`config.mk`:
```
export PLATFORM = sky130hd
export DESIGN_NAME = srr_ri_proc
export DESIGN_NICKNAME = d
export VERILOG_FILES = /design/src/common/srr_pkg.sv /design/src/rtl/srr_ri_proc.sv
export SDC_FILE = /design/constraint.sdc
export NUM_CORES = 2
export LEC_CHECK = 0
export BUFFER_PORTS_ARGS = -buffer_cell sky130_fd_sc_hd__buf_2
export CAP_MARGIN = 20
export CORE_ASPECT_RATIO = 1.75
export CORE_MARGIN = 2
export CORE_UTILIZATION = 40
export DETAILED_ROUTE_END_ITERATION = 7
export GPL_ROUTABILITY_DRIVEN = 0
export HOLD_SLACK_MARGIN = 0.06
export PLACE_DENSITY = 0.68
export SETUP_SLACK_MARGIN = 0.5
export SLEW_MARGIN = 20
export SYNTH_ARGS = -nofsm -noshare
export SYNTH_HDL_FRONTEND = slang
export SYNTH_SLANG_ARGS = --single-unit
```
`constraint.sdc`:
```
create_clock -name clock -period 18.2 [get_ports clock]
set_input_delay 0 -clock clock [delete_from_list [all_inputs] [get_ports clock]]
set_output_delay 0 -clock clock [all_outputs]
set_load 0.05 [all_outputs]
```
`src/common/srr_pkg.sv`:
```
// Shared constants, types and helpers for the routing information field processor
package srr_pkg;

    // ********************************************************
    // Field geometry
    // ********************************************************
    localparam int            RI_BYTES     = 30;
    localparam int            RI_W         = 8 * RI_BYTES;
    localparam int            MAX_RD       = 14;
    localparam int            ADDR_W       = 8;
    localparam int            DATA_W       = 32;
    localparam logic [4:0]    LTH_MIN      = 5'h02;
    localparam logic [4:0]    LTH_MAX      = 5'h1E;
    localparam logic [4:0]    LTH_STEP     = 5'h02;
    localparam logic [3:0]    BN_LAST      = 4'h0;

    // ********************************************************
    // Register map
    // ********************************************************
    localparam logic [7:0]    OFS_CTRL     = 8'h00;
    localparam logic [7:0]    OFS_BR_MSDU  = 8'h04;
    localparam logic [7:0]    OFS_PRIO_MAP = 8'h08;
    localparam logic [7:0]    OFS_STATUS   = 8'h0C;
    localparam logic [7:0]    OFS_FWD_CNT  = 8'h10;
    localparam logic [7:0]    OFS_DISC_CNT = 8'h14;
    localparam int            CTRL_LF_EXT  = 0;
    localparam logic [0:0]    RST_CTRL     = 1'h0;
    localparam logic [15:0]   RST_BR_MSDU  = 16'hFFFF;
    localparam logic [23:0]   RST_PRIO_MAP = 24'hFA_C688;

    // Largest frame base values, plus the value that follows the top code
    localparam logic [15:0]   LF_BASE [0:8] = '{16'h0204, 16'h05BE, 16'h0804, 16'h112F,
                                                16'h1FC2, 16'h2C8F, 16'h4555, 16'hA280, 16'hFFFF};

    typedef enum logic [2:0] {
        SRR_VD_NONE  = 3'h0,
        SRR_VD_FWD   = 3'h1,
        SRR_VD_LEN   = 3'h2,
        SRR_VD_DIR   = 3'h3,
        SRR_VD_ROUTE = 3'h4,
        SRR_VD_STATE = 3'h5,
        SRR_VD_FULL  = 3'h6
    } srr_verdict_t;

    typedef struct packed {
        logic            valid;
        logic            rii;
        logic [2:0]      prio;
        logic [RI_W-1:0] ri;
    } srr_rx_t;

    typedef struct packed {
        logic [11:0]     lin;
        logic [11:0]     lout;
        logic [3:0]      bn;
        logic [15:0]     rx_msdu;
        logic [15:0]     tx_msdu;
        logic            rx_fwd;
        logic            tx_fwd;
    } srr_port_t;

    typedef struct packed {
        logic            valid;
        logic            sr_path;
        logic            forward;
        logic            fcs_redo;
        logic [2:0]      prio;
        logic [RI_W-1:0] ri;
    } srr_tx_t;

    // Size in octets carried by a six-bit largest frame code
    function automatic logic [15:0] srr_lf_value(input logic [5:0] code);
        logic [19:0] span;
        span = 20'(LF_BASE[int'(code[5:3]) + 1] - LF_BASE[int'(code[5:3])]) * 20'(code[2:0]);
        return 16'(LF_BASE[int'(code[5:3])] + 16'(span[19:3]));
    endfunction

endpackage

```
`src/rtl/srr_ri_proc.sv`:
```
// Routing information field checker and updater for a source routing bridge port pair
`timescale 1ns/1ps
//
// Function
// - Top routing-type bit 0: specifically routed, low two bits kept.
// - Type 10X: all-routes explorer, descriptors appended, low bit kept.
// - Type 11X: spanning explorer relayed only between forwarding ports.
// - Length field is even, from 2 to 30 octets.
// - Direction 0 walks descriptors forward, 1 walks them backward.
// - Explorer frames must carry direction bit 0.
// - Specifically routed frames keep largest-frame bits untouched.
// - Explorer largest-frame set to best code under minimum of four sizes.
// - Largest-frame code is 3-bit base plus 3-bit extension in octet two.
// - Mode setting picks base-only or extended code set.
// - Base codes map to fixed octet sizes, 516 up to above 17749.
// - Extended value is base plus extension eighths of the gap.
// - Descriptor is 12-bit LAN identifier then 4-bit bridge number.
// - Bridge number of the final descriptor is written as zero.
// - Reserved bits are ignored and passed on as received.
// - Spanning explorers get no destination address filtering.
// - Frames without routing info go transparent, others to source routing.
// - Frames with routing info get their user priority regenerated.
// - Reception stage then forwarding stage, in sequence.
// - A hop is receiving LAN, bridge number, transmitting LAN.
// - A modified explorer is flagged for check sequence regeneration.
module srr_ri_proc (
    input  wire logic                       clock,
    input  wire logic                       reset,
    input  wire logic [srr_pkg::ADDR_W-1:0] reg_addr,
    input  wire logic [srr_pkg::DATA_W-1:0] reg_wdata,
    input  wire logic                       reg_wr,
    input  wire logic                       reg_rd,
    output logic      [srr_pkg::DATA_W-1:0] reg_rdata,
    input  wire srr_pkg::srr_rx_t           rx_in,
    input  wire srr_pkg::srr_port_t         port_cfg,
    output srr_pkg::srr_tx_t                tx_out
);
    import srr_pkg::*;

    // ********************************************************
    // Register file
    // ********************************************************
    logic [0:0]        ctrl_reg;
    logic [15:0]       br_msdu_reg;
    logic [23:0]       prio_map_reg;
    logic [31:0]       fwd_cnt_reg;
    logic [31:0]       disc_cnt_reg;
    srr_verdict_t      verdict_reg;
    logic [4:0]        last_lth_reg;
    logic [DATA_W-1:0] rdata_next;
    srr_tx_t           tx_reg;
    srr_tx_t           tx_next;
    srr_verdict_t      verdict_next;

    always_ff @(posedge clock) begin
        if (reset) begin
            ctrl_reg     <= RST_CTRL;
            br_msdu_reg  <= RST_BR_MSDU;
            prio_map_reg <= RST_PRIO_MAP;
        end else if (reg_wr) begin
            unique case (reg_addr)
                OFS_CTRL:     ctrl_reg     <= reg_wdata[CTRL_LF_EXT:CTRL_LF_EXT];
                OFS_BR_MSDU:  br_msdu_reg  <= reg_wdata[15:0];
                OFS_PRIO_MAP: prio_map_reg <= reg_wdata[23:0];
                default:      ;
            endcase
        end
    end

    always_comb begin
        rdata_next = '0;
        if (reg_rd) begin
            unique case (reg_addr)
                OFS_CTRL:     rdata_next = {31'h0000_0000, ctrl_reg};
                OFS_BR_MSDU:  rdata_next = {16'h0000, br_msdu_reg};
                OFS_PRIO_MAP: rdata_next = {8'h00, prio_map_reg};
                OFS_STATUS:   rdata_next = {24'h00_0000, last_lth_reg, verdict_reg};
                OFS_FWD_CNT:  rdata_next = fwd_cnt_reg;
                OFS_DISC_CNT: rdata_next = disc_cnt_reg;
                default:      rdata_next = '0;
            endcase
        end
    end

    // Read data only stands in the cycle after the strobe
    always_ff @(posedge clock) begin
        if (reset) begin
            reg_rdata <= '0;
        end else begin
            reg_rdata <= rdata_next;
        end
    end

    // ********************************************************
    // Reception stage
    // ********************************************************
    srr_rx_t   s1_reg;
    srr_port_t cfg_reg;

    always_ff @(posedge clock) begin
        if (reset) begin
            s1_reg  <= '0;
            cfg_reg <= '0;
        end else begin
            s1_reg  <= rx_in;
            cfg_reg <= port_cfg;
        end
    end

    // ********************************************************
    // Forwarding stage: field decode
    // ********************************************************
    logic [2:0]  rt;
    logic [4:0]  lth;
    logic        dir;
    logic [5:0]  lf_rx;
    logic        resv;
    logic        explorer;
    logic        len_ok;
    logic [3:0]  rd_cnt;
    logic [3:0]  last_idx;
    logic        short_ri;

    assign rt       = s1_reg.ri[RI_W-1 -: 3];
    assign lth      = s1_reg.ri[RI_W-4 -: 5];
    assign dir      = s1_reg.ri[RI_W-9];
    assign lf_rx    = s1_reg.ri[RI_W-10 -: 6];
    assign resv     = s1_reg.ri[RI_W-16];
    assign explorer = rt[2];
    assign len_ok   = !lth[0] && (lth >= LTH_MIN) && (lth <= LTH_MAX);
    assign rd_cnt   = lth[4:1] - 4'h1;
    assign last_idx = rd_cnt - 4'h1;
    assign short_ri = (lth == LTH_MIN);

    // ********************************************************
    // Route descriptors, one slice per entry
    // ********************************************************
    logic [15:0]       rd_in  [MAX_RD];
    logic [15:0]       rd_new [MAX_RD];
    logic [MAX_RD-2:0] hop_hit;

    genvar j;
    generate
        for (j = 0; j < MAX_RD; j++) begin : g_rd
            assign rd_in[j] = s1_reg.ri[RI_W-17-16*j -: 16];
            always_comb begin
                rd_new[j] = rd_in[j];
                if (short_ri) begin
                    if (j == 0) begin
                        rd_new[j] = {cfg_reg.lin, cfg_reg.bn};
                    end else if (j == 1) begin
                        rd_new[j] = {cfg_reg.lout, BN_LAST};
                    end
                end else if (4'(j) == last_idx) begin
                    rd_new[j] = {rd_in[j][15:4], cfg_reg.bn};
                end else if (4'(j) == rd_cnt) begin
                    rd_new[j] = {cfg_reg.lout, BN_LAST};
                end
            end
            if (j < MAX_RD - 1) begin : g_hop
                // Reverse walk swaps which LAN comes first in the pair
                assign hop_hit[j] = (4'(j) + 4'h1 < rd_cnt) && (rd_in[j][3:0] == cfg_reg.bn) &&
                    (dir ? (rd_in[j][15:4] == cfg_reg.lout && rd_in[j+1][15:4] == cfg_reg.lin)
                         : (rd_in[j][15:4] == cfg_reg.lin && rd_in[j+1][15:4] == cfg_reg.lout));
            end
        end
    endgenerate

    logic        last_lan_ok;
    logic [11:0] last_lan;
    assign last_lan    = s1_reg.ri[RI_W-17-16*int'(last_idx) -: 12];
    assign last_lan_ok = short_ri || (last_lan == cfg_reg.lin);

    // ********************************************************
    // Largest frame clamp
    // ********************************************************
    logic [15:0] size_min;
    logic [5:0]  lf_best;

    always_comb begin
        size_min = srr_lf_value(lf_rx);
        if (br_msdu_reg < size_min) begin
            size_min = br_msdu_reg;
        end
        if (cfg_reg.rx_msdu < size_min) begin
            size_min = cfg_reg.rx_msdu;
        end
        if (cfg_reg.tx_msdu < size_min) begin
            size_min = cfg_reg.tx_msdu;
        end
    end

    // Scan all 64 codes; base mode skips any code with extension bits set
    always_comb begin
        lf_best = 6'h00;
        for (int c = 0; c < 64; c++) begin
            if ((ctrl_reg[0] || (c % 8 == 0)) && srr_lf_value(6'(c)) <= size_min) begin
                lf_best = 6'(c);
            end
        end
    end

    // ********************************************************
    // Forwarding decision and rebuilt field
    // ********************************************************
    logic [RI_W-1:0] ri_built;
    logic [4:0]      lth_new;

    assign lth_new = short_ri ? (lth + LTH_STEP + LTH_STEP) : (lth + LTH_STEP);

    always_comb begin
        ri_built = s1_reg.ri;
        // Routing type bits and reserved bit go out exactly as received
        ri_built[RI_W-1 -: 16] = {rt, lth_new, dir, lf_best, resv};
        for (int k = 0; k < MAX_RD; k++) begin
            ri_built[RI_W-17-16*k -: 16] = rd_new[k];
        end
    end

    always_comb begin
        verdict_next = SRR_VD_NONE;
        tx_next      = '0;
        tx_next.valid   = s1_reg.valid;
        tx_next.sr_path = s1_reg.rii;
        tx_next.prio    = s1_reg.prio;
        tx_next.ri      = s1_reg.ri;
        if (s1_reg.valid && !s1_reg.rii) begin
            tx_next.forward = 1'b1;
        end else if (s1_reg.valid) begin
            tx_next.prio = prio_map_reg[3*int'(s1_reg.prio) +: 3];
            if (!len_ok) begin
                verdict_next = SRR_VD_LEN;
            end else if (!explorer) begin
                // Specifically routed: field left untouched, largest frame ignored
                verdict_next = (|hop_hit) ? SRR_VD_FWD : SRR_VD_ROUTE;
            end else if (dir) begin
                verdict_next = SRR_VD_DIR;
            end else if (rt[1] && !(cfg_reg.rx_fwd && cfg_reg.tx_fwd)) begin
                // No address filter here: port state alone gates the relay
                verdict_next = SRR_VD_STATE;
            end else if (!last_lan_ok) begin
                verdict_next = SRR_VD_ROUTE;
            end else if (lth_new > LTH_MAX || lth_new < lth) begin
                verdict_next = SRR_VD_FULL;
            end else begin
                verdict_next     = SRR_VD_FWD;
                tx_next.ri       = ri_built;
                tx_next.fcs_redo = 1'b1;
            end
            tx_next.forward = (verdict_next == SRR_VD_FWD);
        end
    end

    always_ff @(posedge clock) begin
        if (reset) begin
            tx_reg <= '0;
        end else begin
            tx_reg <= tx_next;
        end
    end

    assign tx_out = tx_reg;

    // ********************************************************
    // Status and counters
    // ********************************************************
    always_ff @(posedge clock) begin
        if (reset) begin
            verdict_reg  <= SRR_VD_NONE;
            last_lth_reg <= '0;
            fwd_cnt_reg  <= '0;
            disc_cnt_reg <= '0;
        end else if (s1_reg.valid && s1_reg.rii) begin
            verdict_reg  <= verdict_next;
            last_lth_reg <= lth;
            if (verdict_next == SRR_VD_FWD) begin
                fwd_cnt_reg <= fwd_cnt_reg + 32'h0000_0001;
            end else begin
                disc_cnt_reg <= disc_cnt_reg + 32'h0000_0001;
            end
        end
    end

    // Outgoing index of the last descriptor
    logic [3:0] tx_rd_last;
    assign tx_rd_last = tx_out.ri[RI_W-4 -: 4] - 4'h2;
endmodule // srr_ri_proc
```
Word-level counts from Yosys, hierarchy flattened
Memories as Yosys holds them, arrays and structs flattened.
Index checks and enable logic that the tools add are counted.
{ "word_totals": {"memories": 2, "ff_bits": 699, "out_inout_bits": 279, "word_cells": 493, "inputBits": 351, "rom_bits": 512} }
{ "op_classes": {"shifts": 2, "mul": 2, "n_eq_ne": 76, "n_bitwise": 8, "magnitude_cmp": 85, "mux": 153, "reduce_logical": 130, "n_addsub": 10} }
{ "mem_list": {"columns": ["name", "depth", "word_bits", "rd", "rd_clocked_by_memory_dff", "write_ports", "line", "text"], "rows": [
  ["(no name shown)", 16, 16, 1, 0, 0, "srr_pkg.sv:75", "return 16'(LF_BASE[int'(code[5:3])] + 16'(span[19:3]));"],
  ["(no name shown)", 16, 16, 1, 0, 0, "srr_pkg.sv:74", "span = 20'(LF_BASE[int'(code[5:3]) + 1] - LF_BASE[int'(code[5:3])]) * 20'(code[2:0]);"]
]} }
{ "op_table": {"columns": ["op", "count"], "rows": [
  ["237-bit 2-to-1 mux", 4],
  ["16-bit 2-to-1 mux", 49],
  ["240-bit 2-to-1 mux", 2],
  ["6-bit 2-to-1 mux", 62],
  ["12-bit equality test", 29],
  ["251-bit by 9-bit indexed part select with 12-bit output", 1],
  ["245-bit 2-to-1 mux", 1],
  ["243-bit 2-to-1 mux", 1],
  ["14-bit by 16-bit <= comparator with 1-bit output (first input constant)", 14],
  ["32-bit case mux with 6 select lines", 1],
  ["11-bit by 16-bit <= comparator with 1-bit output (first input constant)", 11],
  ["13-bit by 16-bit <= comparator with 1-bit output (first input constant)", 10],
  ["16-bit <= comparator (first input constant)", 10],
  ["1-bit logical AND", 114],
  ["12-bit by 16-bit <= comparator with 1-bit output (first input constant)", 7],
  ["15-bit by 16-bit <= comparator with 1-bit output (first input constant)", 7],
  ["32-bit by 1-bit adder with 32-bit output (second input constant)", 2],
  ["32-bit by 5-bit >= comparator with 1-bit output (second input constant)", 2],
  ["10-bit by 16-bit <= comparator with 1-bit output (first input constant)", 4],
  ["4-bit equality test", 13],
  ["4-bit equality test (first input constant)", 12],
  ["16-bit less-than comparator", 3],
  ["3-bit 2-to-1 mux", 11],
  ["3-bit by 4-bit equality test with 1-bit output (first input constant)", 8],
  ["other kinds (37)", 88]
]} }

Logic depth before layout (Yosys ltp)
{ "logic_depth": {"ltp_word": 87, "mapped_depth": 83, "ltp_nobuf": 74} }

Least setup slack after synthesis
OpenSTA, ideal clock, no wires.
{ "synth_path": {"kind": "reg2reg", "startpoint": "register s1_reg, in the netlist lf_rx[3]", "endpoint": "register tx_reg, in the netlist tx_out[225]", "path_stages_with_launch": 79, "path_slack_ns": 3.350, "setup_time_ns": 0.116, "n_path_buf": 9, "synth_period_minus_slack_ns": 14.850, "arrival_time_ns": 14.735, "required_time_ns": 18.084, "path_cell_list": "dfxtp_1 > buf_2 > clkbuf_1 > inv_1 > ha_1 > or3b_1 > a21oi_1 > ha_1 > inv_1 > a21oi_1 > o21ai_0 > nand2_1 > nand2_1 > a21oi_1 > nor2b_1 > o21ai_0 > nand2b_1 > a21o_1 > (+43 left out) > a21oi_1 > nor2b_1 > o21ai_0 > nand2b_1 > a21o_1 > a211oi_1 > buf_2 > buf_4 > clkbuf_1 > o2111ai_1 > o31ai_1 > a22oi_1 > o21a_1 > o311ai_1 > o211ai_1 > a2111oi_1 > o221ai_1 > a31o_1"} }
{ "synth_via": {"elab_chain_cells": 87, "elab_cells_between_ends": 211, "classes_between": "3 x add/sub; 1 x mul; 66 x order compare; 1 x eq/ne; 1 x shift; 78 x mux; 2 x bitwise; 57 x reduce/logical; 2 x memory"} }
{ "synth_rtl": {"columns": ["item", "line", "text"], "rows": [
  ["start, declared", "srr_ri_proc.sv:97", "srr_rx_t s1_reg;"],
  ["start signal, assigned", "srr_ri_proc.sv:105", "s1_reg <= rx_in;"],
  ["3-bit by 1-bit adder with 4-bit output", "srr_pkg.sv:74", null],
  ["4-bit inverter with 32-bit output (not written as such)", "srr_pkg.sv:74", null],
  ["memory read 16 x 16 bit", null, null],
  ["16-bit 2-to-1 mux (not written as such) (2 in series)", "srr_pkg.sv:74", null],
  ["16-bit by 16-bit subtractor with 17-bit output", "srr_pkg.sv:74", null],
  ["20-bit by 3-bit multiplier with 19-bit output", "srr_pkg.sv:74", null],
  ["16-bit adder", "srr_pkg.sv:75", null],
  ["16-bit less-than comparator", "srr_ri_proc.sv:182", "if (br_msdu_reg < size_min) begin"],
  ["(+70 left out)", null, null],
  ["237-bit 2-to-1 mux", "srr_ri_proc.sv:243", "end else if (lth_new > LTH_MAX || lth_new < lth) begin"],
  ["237-bit 2-to-1 mux *", "srr_ri_proc.sv:241", "end else if (!last_lan_ok) begin"],
  ["237-bit 2-to-1 mux *", "srr_ri_proc.sv:238", "end else if (rt[1] && !(cfg_reg.rx_fwd && cfg_reg.tx_fwd)) begin"],
  ["237-bit 2-to-1 mux *", "srr_ri_proc.sv:236", "end else if (dir) begin"],
  ["240-bit 2-to-1 mux *", "srr_ri_proc.sv:233", "end else if (!explorer) begin"],
  ["240-bit 2-to-1 mux *", "srr_ri_proc.sv:231", "if (!len_ok) begin"],
  ["245-bit 2-to-1 mux *", "srr_ri_proc.sv:229", "end else if (s1_reg.valid) begin"],
  ["243-bit 2-to-1 mux *", "srr_ri_proc.sv:227", "if (s1_reg.valid && !s1_reg.rii) begin"],
  ["end signal, assigned", "srr_ri_proc.sv:258", "tx_reg <= tx_next;"],
  ["end, declared", "srr_ri_proc.sv:51", "srr_tx_t tx_reg;"]
]} }
Mark *: on every way between the ends. The rest lies on a longest branch, timed or not. The select of a mux whose other input is x is not followed.
A chain may end at the register's enable or synchronous reset.

Final worst setup path
Same ends and word-level chain as after synthesis.

==> results.py <==
metrics = {
    "logic_synthesis": {
        "synthFlopType": "dfxtp_1",
        "ys_seq_area_share_pct": 35.2,
        "yosys_warnings": 0,
        "ys_top_cells_by_count": "dfxtp_1, nor2_1, nand2_1",
        "yosysMostFrequentCell": "dfxtp_1",
        "yosysUniqueCellTypes": 108,
        "synth_seq_cells": 699,
        "ys_top_cells_by_area": "dfxtp_1, xnor2_1, nor2b_1",
        "synth_nets": 5162,
        "synth_edf_count": 0,
        "async_reset_ff_share_pct": 0,
        "synthCells": 4694,
        "netlist_area_mm2": 0.0398,
        "synth_top_area_share_pct": 35.2,
        "synth_area_per_cell_um2": 8.48,
        "synth_top_area_cell": "dfxtp_1",
    },
    "pwr": {
        "switchingPower_uw": 2200,
        "switching_share_pct": 40.5,
        "p_clk_share_pct": 28.3,
        "pwr_density_cell_mw_per_mm2": 103,
        "ir_drop_uv": 105,
        "power.leakage_uw": 0.0223,
        "p_comb_share_pct": 40.5,
        "seqPwrFrac_pct": 31.2,
        "p_int_uw": 3240,
        "power_uw": 5440,
    },
    "floorplanning": {
        "die_area_mm2": 0.102,
        "core-area_mm2": 0.0990,
        "die_x_um": 242,
        "ioPinCount": 630,
        "rows": 153,
        "die_h_um": 421,
        "start_util_pct": 40.2,
    },
    "critical_path": {
        "arrival_ps": 17580,
        "reg2reg_slack_ps": 1210,
        "endpoint": "tx_out[225]",
        "timing.rr.end": "tx_out[225]",
        "cp.required_ps": 18800,
        "critPathKind": "flip-flop to flip-flop",
        "ff2ff_path_depth": 67,
        "critPathLaunch": "lf_rx[3]",
        "worstSetupEndpointType": "flip-flop",
        "r2r_start": "lf_rx[3]",
        "path_max_fanout": 20,
        "cp_slowest_cell": "o21a_1",
        "slowest_delay_ps": 690,
        "start_kind": "flip-flop",
    },
    "detailed_routing": {
        "ant_nets": 0,
        "drt_iter0_drc": 5235,
        "vias": 43300,
        "wirelength_um": 200000,
        "dr_wl_met2_um": 88600,
        "via_per_inst": 6.04,
        "drc_errors": 43,
        "wl_per_cell_um": 27.8,
        "dr_wl_met3_um": 23400,
        "top_layer_used": "met5",
        "firstDrtPassIters": 8,
        "met1Wirelength_um": 61600,
    },
    "clock_network": {
        "post_cts_buffers": 0,
        "cts.htree.levels": 3,
        "cts_num_sinks": 699,
        "clock-root-buffer": "clkbuf_16",
        "clkSlewWorstSetupHoldPaths_ps": 70,
        "clk_path_buf_depth": 3,
        "numCtsBuffers": 67,
        "cts_tree": "done",
        "clock_latency_ps": 700,
    },
    "global_routing": {
        "grt_pass1_vias": 43300,
        "grt_pass1_wl_um": 284000,
        "grt_max_degree": 210,
        "grt_overflow": 0,
        "antenna_found_initial": 26,
        "groute.usage.overall_pct": 37.7,
    },
    "final_layout": {
        "largest_reg_flops": 247,
        "drive_above_1_share_pct": 19.0,
        "finish.net_count": 6245,
        "syn_to_final_growth_pct": 32.1,
    },
    "timing": {
        "worst_pin_slew_ps": 1290,
        "grt_setup_unrepaired": "false",
        "setup_tns_ps": 0,
        "maxSlewHeadroom_pct": 13.4,
        "slew_viol_final": 0,
        "period_needed_ps": 16990,
        "fmax_mhz": 58.9,
        "fin_skew_ps": 53.8,
        "period_share_pct": 93.3,
        "hold_viol_final": 0,
        "setup_viol": 0,
    },
    "run_status": {
        "status": "complete, but fails checks",
        "violations": "DRC",
    },
    "placement": {
        "dp_hpwl_um": 135000,
        "port-buffer-count": 621,
    },
    "worst_hold_path": {
        "hold_class": "primary input to flip-flop",
    },
    "flow_run": {
        "max-cap-violations": 0,
    },
}
## stage by stage
stage	hold slack [ps]	setup slack [ps]	instance area (um^2)	cells	util (%)
after floorplan	95.9	3350	39800	4694	-
after global placement	207	1530	45000	6525	45.5
after detailed placement	212	1340	45000	6525	45.5
after CTS	60.0	1270	52400	7143	52.9
after global routing	80.7	541	52500	7154	53.1
final	62.8	1210	52600	7176	53.1
## per-layer routing
| metal | vias to the layer above | track usage [%] |
|---|---|---|
| li1 | 18500 | - |
| met1 | 20100 | 36.4 |
| met2 | 3384 | 60.2 |
| met3 | 1356 | 13.9 |
| met4 | 10 | 39.4 |
| met5 | - | 0.0949 |
## layout make-up
cell class                 instances  area, um^2
sequential                       699       14000
fill                            8629       46400
inverter                         124         465
antenna                           30        75.1
tap                             1317        1650
multi-input combinational       3546       24200
clock inverter                    37         559
timing repair buffer            1339        9810
clock buffer                      84        1820
## how the worst min path moves through the flow
stage | start | to | slack (ps) | cells after the start
floorplan | reset | tx_out[243] | 100 | 1
global placement | port_cfg[34] | cfg_reg[34] | 210 | 2
detailed placement | rx_in[42] | rd_in[42] | 210 | 2
CTS | rx_in[91] | rd_in[91] | 60 | 3
global route | port_cfg[24] | cfg_reg[24] | 80 | 3
finish | port_cfg[22] | cfg_reg[22] | 60 | 3
## power by group through the flow
stage               combinational (uW)  clock (uW)  sequential [uW]
finish                            2200        1540             1700
global route                      2300        1600             1690
CTS                               2000        1530             1680
detailed placement                1910           0             1710
global placement                  1890           0             1710
floorplan                         1160           0             1740
## cells in the final DEF (no fill, tap or decap), types with 53 or more instances in the layout
master         synthesis  layout
dfxtp_1              699     683
buf_2                 23     621
dlygate4sd3_1          0     497
nor2_1               466     463
nand2_1              402     402
nor2b_1              351     351
xnor2_1              280     278
xor2_1               223     221
mux2i_1              216     215
buf_4                  8     215
a21oi_1              200     199
o21ai_0              144     140
inv_1                121     120
nand3_1              111     111
ha_1                  98      98
nand4_1               95      95
nor3_1                80      77
a22oi_1               71      71
clkbuf_16              0      67
or3_1                 59      59
nor4_1                54      53
## kinds of logic after synthesis
kind of cell | count (synthesis) | synth area share, %
AND/OR/NAND/NOR | 1837 | 23.3
AO/OA/AOI/OAI | 803 | 13.4
flip-flops | 699 | 35.2
XOR/XNOR | 504 | 11.1
buffers and inverters | 450 | 4.45
multiplexers | 281 | 8.47
adder cells (fa/ha/maj) | 120 | 4.12
## what timing repair did
action / in CTS / in global routing
hold endpoints to repair: 453 / 0
hold buffers: 497 / 0
resized for setup: 0 / 13
setup endpoints to repair: 0 / 5
## critical path: cells and delay by family, from the launching register on
family	cells	cell delay, ps
compound gates	34	8610
fa+ha+maj	8	2690
simple gates	11	2350
buf+inv	11	1960
flops	1	480
mux	1	420
xor+xnor	2	320
No activity file was read; power rests on OpenSTA's default activity.
